--- config.mk ---
export PLATFORM = sky130hd
export DESIGN_NAME = event_capture_status_enable
export DESIGN_NICKNAME = d
export VERILOG_FILES = /design/src/event_capture_status_enable.v /design/src/silence_timer.v /design/src/sync_edge.v
export VERILOG_INCLUDE_DIRS = /design/src
export SDC_FILE = /design/constraint.sdc
export NUM_CORES = 1
export LEC_CHECK = 0
export BUFFER_PORTS_ARGS = -buffer_cell sky130_fd_sc_hd__buf_2
export CORE_ASPECT_RATIO = 0.9
export CORE_UTILIZATION = 27
export DETAILED_ROUTE_END_ITERATION = 8
export GPL_TIMING_DRIVEN = 0
export SLEW_MARGIN = 5
export SYNTH_ARGS = -nofsm -noshare
export SYNTH_HDL_FRONTEND = slang
export SYNTH_HIERARCHICAL = 1
export SYNTH_SLANG_ARGS = --single-unit
--- constraint.sdc ---
create_clock -name i_clk -period 2.35 [get_ports i_clk]
set_clock_uncertainty 0.15 [all_clocks]
set_input_delay 0.235 -clock i_clk [delete_from_list [all_inputs] [get_ports i_clk]]
set_output_delay 0.235 -clock i_clk [all_outputs]
set_load 0.01 [all_outputs]
--- src/event_capture_consts.vh ---
// register offsets, bit positions, masks and timing for the event capture block
// assumes 7-bit register addresses and 8-bit register data
`ifndef EVENT_CAPTURE_CONSTS_VH
`define EVENT_CAPTURE_CONSTS_VH

`define ADDR_SYSTEM_EVENT_ENABLE      7'h04
`define ADDR_SUPPLY_EVENT_ENABLE      7'h1C
`define ADDR_TRANSCEIVER_EVENT_ENABLE 7'h23
`define ADDR_WAKE_PIN_EVENT_ENABLE    7'h4C
`define ADDR_SYSTEM_EVENT_STATUS      7'h61
`define ADDR_SUPPLY_EVENT_STATUS      7'h62
`define ADDR_TRANSCEIVER_EVENT_STATUS 7'h63
`define ADDR_WAKE_PIN_EVENT_STATUS    7'h64

`define BIT_OVERTEMP      2
`define BIT_SERIAL_FAIL   1
`define BIT_SUPPLY2_OVER  2
`define BIT_SUPPLY2_UNDER 1
`define BIT_SUPPLY1_UNDER 0
`define BIT_BUS_SILENCE   4
`define BIT_BUS_FAILURE   1
`define BIT_BUS_WAKEUP    0
`define BIT_WAKE_RISE     1
`define BIT_WAKE_FALL     0

`define MASK_SYSTEM       8'h06
`define MASK_SUPPLY       8'h07
`define MASK_TRANSCEIVER  8'h13
`define MASK_WAKE_PIN     8'h03

`define RESET_ENABLE      8'h00
`define RESET_STATUS      8'h00

`define CTRL_MODE_FAIL    2'h1
`define SPI_BITS_16       6'h10
`define SPI_BITS_24       6'h18
`define SPI_BITS_32       6'h20

`define CLK_MHZ           100
`define SILENCE_US        1000
`define SILENCE_CYCLES    (`SILENCE_US * `CLK_MHZ)

`endif

--- src/event_capture_status_enable.v ---
// event capture: enable registers gate detected events into sticky status bits
// assumes a simple same-clock register port driven by the serial interface logic;
// analog detector levels and pins are asynchronous and are synchronised here
//
// Function
// - bus failure on supply loss in fail control mode, or on clamped transmit
// - bus wake-up flagged only in offline mode
// - wake input rising edge sets rise flag
// - wake input falling edge sets fall flag
// - system enables: overtemp bit 2, serial bit 1
// - supply enable bit 2 gates overvoltage
// - supply enable bit 1 gates secondary undervoltage
// - supply enable bit 0 gates primary undervoltage
// - transceiver enable bit 4 gates silence
// - transceiver enable bit 1 gates failure
// - transceiver enable bit 0 gates wake-up
// - wake enable bit 1 gates rising edge
// - wake enable bit 0 gates falling edge
// - silence after timeout, only after prior activity
// - primary undervoltage captured, never in sleep
// - serial failure on bad length, mode, lock
// - supply over/under captured at bits 2/1
`include "event_capture_consts.vh"

module event_capture_status_enable #(
   parameter SILENCE_CYCLES = `SILENCE_CYCLES,
   parameter SILENCE_BITS   = 24
) (
   input  wire       i_clk,
   input  wire       i_nrst,
   // register port
   input  wire [6:0] i_reg_addr,
   input  wire       i_reg_wr,
   input  wire       i_reg_rd,
   input  wire [7:0] i_reg_wdata,
   output reg  [7:0] o_reg_rdata,
   output reg        o_reg_hit,
   // device mode, same clock
   input  wire       i_sleep_mode,
   input  wire       i_offline_mode,
   input  wire [1:0] i_transceiver_control_mode,
   // serial frame checks, same clock
   input  wire       i_serial_frame_end,
   input  wire [5:0] i_serial_bit_count,
   input  wire       i_serial_illegal_mode,
   input  wire       i_serial_locked_write,
   // asynchronous detector levels and pins
   input  wire       i_overtemp_warning,
   input  wire       i_primary_regulator_under,
   input  wire       i_secondary_regulator_over,
   input  wire       i_secondary_regulator_under,
   input  wire       i_bus_supply_under,
   input  wire       i_tx_clamped,
   input  wire       i_bus_wakeup,
   input  wire       i_bus_rx,
   input  wire       i_wake,
   // status levels for the rest of the chip
   output wire [7:0] o_system_event_status,
   output wire [7:0] o_supply_event_status,
   output wire [7:0] o_transceiver_event_status,
   output wire [7:0] o_wake_pin_event_status
);

   // lane order of the synchroniser
   localparam L_OTW  = 0;
   localparam L_PUV  = 1;
   localparam L_SOV  = 2;
   localparam L_SUV  = 3;
   localparam L_CUV  = 4;
   localparam L_TXC  = 5;
   localparam L_CWK  = 6;
   localparam L_RX   = 7;
   localparam L_WAKE = 8;
   localparam NSYNC  = 9;

   // enable registers
   reg  [7:0] system_event_enable;
   reg  [7:0] supply_event_enable;
   reg  [7:0] transceiver_event_enable;
   reg  [7:0] wake_pin_event_enable;

   // status registers
   reg  [7:0] system_event_status;
   reg  [7:0] supply_event_status;
   reg  [7:0] transceiver_event_status;
   reg  [7:0] wake_pin_event_status;

   // synchronised views
   wire [NSYNC-1:0] sync_level;
   wire [NSYNC-1:0] sync_rise;
   wire [NSYNC-1:0] sync_fall;

   // raw events before gating
   wire       overtemp_evt;
   wire       serial_fail_evt;
   wire       primary_under_evt;
   wire       secondary_over_evt;
   wire       secondary_under_evt;
   wire       bus_failure_evt;
   wire       bus_wakeup_evt;
   wire       bus_silence_evt;
   wire       wake_rise_evt;
   wire       wake_fall_evt;

   wire       bus_failure_cond;
   reg        bus_failure_last;
   wire       bus_activity;

   // event vectors laid out as the status registers
   reg  [7:0] system_events;
   reg  [7:0] supply_events;
   reg  [7:0] transceiver_events;
   reg  [7:0] wake_pin_events;

   // write decode
   wire       wr_system_en;
   wire       wr_supply_en;
   wire       wr_transceiver_en;
   wire       wr_wake_en;
   wire       wr_system_st;
   wire       wr_supply_st;
   wire       wr_transceiver_st;
   wire       wr_wake_st;

   reg  [7:0] next_rdata;
   reg        next_hit;

   // legal serial frame lengths
   function length_ok;
      input [5:0] bits;
      begin
         length_ok = (bits == `SPI_BITS_16) ||
                     (bits == `SPI_BITS_24) ||
                     (bits == `SPI_BITS_32);
      end
   endfunction

   // sticky status update: set wins over a write-one clear in the same cycle
   function [7:0] sticky;
      input [7:0] cur;
      input [7:0] evt;
      input [7:0] en;
      input [7:0] mask;
      input       wr;
      input [7:0] wdata;
      reg   [7:0] clr;
      begin
         clr    = wr ? wdata : 8'h00;
         sticky = ((cur & ~clr) | (evt & en)) & mask;
      end
   endfunction

   sync_edge #(
      .W (NSYNC)
   ) u_sync (
      .i_clk   (i_clk),
      .i_nrst  (i_nrst),
      .i_async ({i_wake,
                 i_bus_rx,
                 i_bus_wakeup,
                 i_tx_clamped,
                 i_bus_supply_under,
                 i_secondary_regulator_under,
                 i_secondary_regulator_over,
                 i_primary_regulator_under,
                 i_overtemp_warning}),
      .o_level (sync_level),
      .o_rise  (sync_rise),
      .o_fall  (sync_fall)
   );

   // detectors are level outputs; the onset of a condition is the event
   assign overtemp_evt = sync_rise[L_OTW] & ~i_sleep_mode;

   assign serial_fail_evt = i_serial_frame_end & ~i_sleep_mode &
                            (~length_ok(i_serial_bit_count) |
                             i_serial_illegal_mode |
                             i_serial_locked_write);

   // regulator is off in sleep, so its comparator output is meaningless there
   assign primary_under_evt = sync_rise[L_PUV] & ~i_sleep_mode;

   assign secondary_over_evt  = sync_rise[L_SOV];
   assign secondary_under_evt = sync_rise[L_SUV];

   // failure condition is a combination; edge-detect it after synchronising the parts
   assign bus_failure_cond =
      ((i_transceiver_control_mode == `CTRL_MODE_FAIL) & sync_level[L_CUV]) |
      sync_level[L_TXC];

   always @(posedge i_clk or negedge i_nrst) begin
      if (!i_nrst) begin
         bus_failure_last <= 1'b0;
      end else begin
         bus_failure_last <= bus_failure_cond;
      end
   end

   assign bus_failure_evt = bus_failure_cond & ~bus_failure_last &
                            ~i_sleep_mode;

   assign bus_wakeup_evt = sync_rise[L_CWK] & i_offline_mode;

   assign wake_rise_evt = sync_rise[L_WAKE];
   assign wake_fall_evt = sync_fall[L_WAKE];

   // any receive edge counts as bus activity
   assign bus_activity = sync_rise[L_RX] | sync_fall[L_RX];

   silence_timer #(
      .LIMIT (SILENCE_CYCLES),
      .CNT_W (SILENCE_BITS)
   ) u_silence (
      .i_clk      (i_clk),
      .i_nrst     (i_nrst),
      .i_enable   (transceiver_event_enable[`BIT_BUS_SILENCE]),
      .i_activity (bus_activity),
      .o_timeout  (bus_silence_evt)
   );

   always @* begin
      system_events      = 8'h00;
      supply_events      = 8'h00;
      transceiver_events = 8'h00;
      wake_pin_events    = 8'h00;
      system_events[`BIT_OVERTEMP]         = overtemp_evt;
      system_events[`BIT_SERIAL_FAIL]      = serial_fail_evt;
      supply_events[`BIT_SUPPLY2_OVER]     = secondary_over_evt;
      supply_events[`BIT_SUPPLY2_UNDER]    = secondary_under_evt;
      supply_events[`BIT_SUPPLY1_UNDER]    = primary_under_evt;
      transceiver_events[`BIT_BUS_SILENCE] = bus_silence_evt;
      transceiver_events[`BIT_BUS_FAILURE] = bus_failure_evt;
      transceiver_events[`BIT_BUS_WAKEUP]  = bus_wakeup_evt;
      wake_pin_events[`BIT_WAKE_RISE]      = wake_rise_evt;
      wake_pin_events[`BIT_WAKE_FALL]      = wake_fall_evt;
   end

   assign wr_system_en      = i_reg_wr & (i_reg_addr == `ADDR_SYSTEM_EVENT_ENABLE);
   assign wr_supply_en      = i_reg_wr & (i_reg_addr == `ADDR_SUPPLY_EVENT_ENABLE);
   assign wr_transceiver_en = i_reg_wr & (i_reg_addr == `ADDR_TRANSCEIVER_EVENT_ENABLE);
   assign wr_wake_en        = i_reg_wr & (i_reg_addr == `ADDR_WAKE_PIN_EVENT_ENABLE);
   assign wr_system_st      = i_reg_wr & (i_reg_addr == `ADDR_SYSTEM_EVENT_STATUS);
   assign wr_supply_st      = i_reg_wr & (i_reg_addr == `ADDR_SUPPLY_EVENT_STATUS);
   assign wr_transceiver_st = i_reg_wr & (i_reg_addr == `ADDR_TRANSCEIVER_EVENT_STATUS);
   assign wr_wake_st        = i_reg_wr & (i_reg_addr == `ADDR_WAKE_PIN_EVENT_STATUS);

   // enable registers: only documented bits are stored
   always @(posedge i_clk or negedge i_nrst) begin
      if (!i_nrst) begin
         system_event_enable      <= `RESET_ENABLE;
         supply_event_enable      <= `RESET_ENABLE;
         transceiver_event_enable <= `RESET_ENABLE;
         wake_pin_event_enable    <= `RESET_ENABLE;
      end else begin
         if (wr_system_en) begin
            system_event_enable <= i_reg_wdata & `MASK_SYSTEM;
         end
         if (wr_supply_en) begin
            supply_event_enable <= i_reg_wdata & `MASK_SUPPLY;
         end
         if (wr_transceiver_en) begin
            transceiver_event_enable <= i_reg_wdata & `MASK_TRANSCEIVER;
         end
         if (wr_wake_en) begin
            wake_pin_event_enable <= i_reg_wdata & `MASK_WAKE_PIN;
         end
      end
   end

   // status registers: each bit latches only with its enable set
   always @(posedge i_clk or negedge i_nrst) begin
      if (!i_nrst) begin
         system_event_status      <= `RESET_STATUS;
         supply_event_status      <= `RESET_STATUS;
         transceiver_event_status <= `RESET_STATUS;
         wake_pin_event_status    <= `RESET_STATUS;
      end else begin
         system_event_status <= sticky(system_event_status,
                                       system_events,
                                       system_event_enable,
                                       `MASK_SYSTEM,
                                       wr_system_st,
                                       i_reg_wdata);
         supply_event_status <= sticky(supply_event_status,
                                       supply_events,
                                       supply_event_enable,
                                       `MASK_SUPPLY,
                                       wr_supply_st,
                                       i_reg_wdata);
         transceiver_event_status <= sticky(transceiver_event_status,
                                            transceiver_events,
                                            transceiver_event_enable,
                                            `MASK_TRANSCEIVER,
                                            wr_transceiver_st,
                                            i_reg_wdata);
         wake_pin_event_status <= sticky(wake_pin_event_status,
                                         wake_pin_events,
                                         wake_pin_event_enable,
                                         `MASK_WAKE_PIN,
                                         wr_wake_st,
                                         i_reg_wdata);
      end
   end

   // read mux; unmapped addresses answer zero with no hit
   always @* begin
      next_rdata = 8'h00;
      next_hit   = 1'b1;
      case (i_reg_addr)
         `ADDR_SYSTEM_EVENT_ENABLE: begin
            next_rdata = system_event_enable;
         end
         `ADDR_SUPPLY_EVENT_ENABLE: begin
            next_rdata = supply_event_enable;
         end
         `ADDR_TRANSCEIVER_EVENT_ENABLE: begin
            next_rdata = transceiver_event_enable;
         end
         `ADDR_WAKE_PIN_EVENT_ENABLE: begin
            next_rdata = wake_pin_event_enable;
         end
         `ADDR_SYSTEM_EVENT_STATUS: begin
            next_rdata = system_event_status;
         end
         `ADDR_SUPPLY_EVENT_STATUS: begin
            next_rdata = supply_event_status;
         end
         `ADDR_TRANSCEIVER_EVENT_STATUS: begin
            next_rdata = transceiver_event_status;
         end
         `ADDR_WAKE_PIN_EVENT_STATUS: begin
            next_rdata = wake_pin_event_status;
         end
         default: begin
            next_hit = 1'b0;
         end
      endcase
   end

   // read data held until the next read so a slow shifter can pick it up
   always @(posedge i_clk or negedge i_nrst) begin
      if (!i_nrst) begin
         o_reg_rdata <= 8'h00;
         o_reg_hit   <= 1'b0;
      end else if (i_reg_rd) begin
         o_reg_rdata <= next_rdata;
         o_reg_hit   <= next_hit;
      end
   end

   assign o_system_event_status      = system_event_status;
   assign o_supply_event_status      = supply_event_status;
   assign o_transceiver_event_status = transceiver_event_status;
   assign o_wake_pin_event_status    = wake_pin_event_status;

endmodule

--- src/silence_timer.v ---
// bus silence timer: pulses once when no activity for LIMIT cycles after activity
// assumes i_activity is a same-clock pulse
module silence_timer #(
   parameter LIMIT = 100000,
   parameter CNT_W = 24
) (
   input  wire i_clk,
   input  wire i_nrst,
   input  wire i_enable,
   input  wire i_activity,
   output reg  o_timeout
);
   reg [CNT_W-1:0] count;
   reg          was_active;

   always @(posedge i_clk or negedge i_nrst) begin
      if (!i_nrst) begin
         count      <= {CNT_W{1'b0}};
         was_active <= 1'b0;
         o_timeout  <= 1'b0;
      end else begin
         o_timeout <= 1'b0;
         if (!i_enable) begin
            // disabled: forget history so no stale silence fires on re-enable
            count      <= {CNT_W{1'b0}};
            was_active <= 1'b0;
         end else if (i_activity) begin
            count      <= {CNT_W{1'b0}};
            was_active <= 1'b1;
         end else if (was_active) begin
            if (count == LIMIT[CNT_W-1:0] - 1'b1) begin
               o_timeout  <= 1'b1;
               was_active <= 1'b0;
               count      <= {CNT_W{1'b0}};
            end else begin
               count <= count + 1'b1;
            end
         end
      end
   end
endmodule

--- src/sync_edge.v ---
// two-flop synchroniser with edge detection, one lane per input bit
// assumes inputs are asynchronous to i_clk
module sync_edge #(
   parameter W = 1
) (
   input  wire         i_clk,
   input  wire         i_nrst,
   input  wire [W-1:0] i_async,
   output wire [W-1:0] o_level,
   output wire [W-1:0] o_rise,
   output wire [W-1:0] o_fall
);
   reg [W-1:0] meta;
   reg [W-1:0] stable;
   reg [W-1:0] last;

   // first stage feeds only the second stage
   always @(posedge i_clk or negedge i_nrst) begin
      if (!i_nrst) begin
         meta   <= {W{1'b0}};
         stable <= {W{1'b0}};
         last   <= {W{1'b0}};
      end else begin
         meta   <= i_async;
         stable <= meta;
         last   <= stable;
      end
   end

   assign o_level = stable;
   assign o_rise  = stable & ~last;
   assign o_fall  = ~stable & last;
endmodule
==> flow_summary.yaml <==
outcome:
  status: "completed"
hold_path:
  hp-start: "i_serial_frame_end"
  min_to: "o_system_event_status[1]"
  hp-class: "in -> reg"
  whs_path_depth: 3
clocking:
  clock-sinks: 77
  cts_tree: "built"
  clkTransAtPathRegs_ns: 0.06
  max-clock-path-buffers: 2
  htreeDepth: 3
  cts-root-buf: "clkbuf_16"
  worstSkewPairLatency_ns: 0.33
  numCtsBuffers: 9
setup_path:
  worstPathCellList: "or4_4 > nor4_4 > buf_4 > a21o_1 > nor3_1 > a211o_1"
  critical_path.n_buffers_inverters: 1
  worst_setup_path_end_kind: "flop"
  path_delay_family: "simple AND/OR/NAND/NOR gates"
  worstSetupPathType: "reg -> reg"
  arrival_ns: 2.36
  r2r.worst_path.cells: 6
  cpPeakStageDelay_ns: 0.55
  required_ns: 2.42
  reg2reg_slack_ns: 0.06
  cp-start-kind: "flop"
  crit-reg2reg-launch: "u_silence/count[17]"
  path_max_fanout: 6
  slowest_stage: "or4_4"
  r2r-end: "u_silence/count[23]"
pwr:
  leakage_nw: 2.252
  power.total_mw: 3.261
  irDropWorstVdd_mv: 0.3560
  power_density_nw_per_um2: 654.2
drt:
  drt-initial-drc-count: 230
  ant_nets: 0
  remaining_drc_errors: 0
  firstDrtPassIters: 5
  drt-vias-per-instance: 4.705
  wl_um: 8940
  route.detailed.wl_per_inst_um: 13.40
  vias: 3138
yosys:
  syn_inst: 361
  mappedNetlistArea_um2: 3804
  yosysWarningCount: 6
  synth_area_per_cell_um2: 10.54
sta:
  timing.fmax_mhz: 435.7
  setup_violations: 0
  rsz0062_at_grt: "true"
  tightest_slew_ns: 0.7141
  worst_slack_ns: 0.05504
  slew_headroom_pct: 52.22
  hold_viol: 0
  final_max_slew_viol_count: 0
  finalCritPeriodShare_pct: 97.66
  post-route-min-period_ns: 2.295
floorplanning:
  ios: 82
  dieWidth_um: 127.1
  die-area_um2: 14570
  core_um2: 13560
  initial_core_util_pct: 28.04
  num_rows: 40
  die_h_um: 114.6
finish:
  area_delta_synth_final_pct: 31.05
  instances_no_fill: 667
  fill_cells: 1344
  post-route-util_pct: 36.75
  num-nets-final: 515
  drive_above_1_share_pct: 31.38
  antenna_cells: 0
placed_design:
  io_buffers: 49
  place_congestion: 0.8747
  dpl.cell_count: 625
  place_ws_ns: -0.1865
  dp_hpwl_um: 6224
global_routing:
  grt_pass1_vias: 2956
  grt_max_degree: 55
  gr-total-overflow: 0
  grt_usage_pct: 12.82
  grt_pass1_wl_um: 14570
  antenna_found_initial: 0
run:
  maxCapViolCount: 0
[power by group]
part           total (mW)  internal [mW]  switching (mW)
clock                1.38          0.853           0.530
combinational       0.387          0.193           0.194
sequential           1.49           1.42          0.0721
total                3.26           2.46           0.796
[cell type report]
class | count | area [um2] | share of cell area, %
timing repair buffer | 75 | 495.5 | 9.940
sequential | 77 | 1929 | 38.70
multi-input combinational | 264 | 1720 | 34.51
clock inverter | 5 | 60.06 | 1.205
inverter | 9 | 33.78 | 0.6777
buffer | 37 | 266.5 | 5.346
clock buffer | 11 | 242.7 | 4.869
tap | 189 | 236.5 | 4.744
[stage by stage]
stage | TNS (ns) | instance area [um2] | hold WS, ns
floorplan | 0 | 3897 | -0.2106
global placement | -0.8503 | 4379 | 0.1832
detailed placement | -1.662 | 4409 | 0.01131
CTS | 0 | 4886 | 0.009859
global route | -0.01502 | 4985 | 0.02346
finish | 0 | 4985 | 0.02454
[cells in the final DEF, fill, tap and decap left out, drive strengths merged, types with 2 or more instances in the layout]
cell type	instances
nand3b	6
and3	5
or4b	2
clkbuf	18
a21o	2
nand2	37
a21oi	16
nor2	20
and4	2
o2bb2ai	2
nand2b	6
or3b	2
nor3	8
a31oi	16
nand4	8
a32o	4
or3	4
nor2b	2
a22o	6
conb	26
or4	3
nor4	5
o21ai	13
mux2	12
clkinv	3
buf	92
dfrtp	77
and2b	9
nand3	17
a41oi	5
dlygate4sd3	13
a32oi	2
inv	9
nand4b	2
[tightest hold or removal path: cells and delay by family]
kind | cells | cell delay (ns)
AND/OR/NAND/NOR | 1 | 0.06
buffers and inverters | 1 | 0.09
AO/OA/AOI/OAI | 1 | 0.07
[routing by layer]
metal	vias up	track usage, %	wire, um	part of all wire [%]
li1	1501	-	-	-
met1	1508	16.71	4174	47
met2	123	20.29	4148	46
met3	6	3.972	558	6.2
met4	0	4.127	59	0.66
met5	-	0	0	0
[what timing repair did]
action,4_1_cts,5_1_grt
gates resized for setup,5,6
setup buffers,2,10
endpoints found under the hold margin,36,0
pin swaps,2,5
hold buffers,13,0
gates cloned,0,1
setup endpoints to repair,17,20
[how the worst max path moves through the flow]
stage | from | to | depth (start not counted)
after floorplan | u_silence/count[17] | u_silence/count[17] | 5
after global placement | u_sync/o_level[7] | u_silence/count[9] | 8
after detailed placement | u_sync/o_level[7] | u_silence/count[20] | 8
after CTS | u_silence/count[5] | u_silence/count[17] | 5
after global routing | u_silence/count[17] | u_silence/count[16] | 7
final | u_silence/count[17] | u_silence/count[23] | 6
[flip-flops by register name, summed over array words and instances, names as in the netlist, 3 cells and up]
name	cells
u_silence/count	24
supply_event_enable	3
u_sync/meta	9
transceiver_event_enable	3
u_sync/o_level	9
o_transceiver_event_status	3
o_supply_event_status	3
u_sync/last	7
o_reg_rdata	4
(Power assumes the default switching activity.)
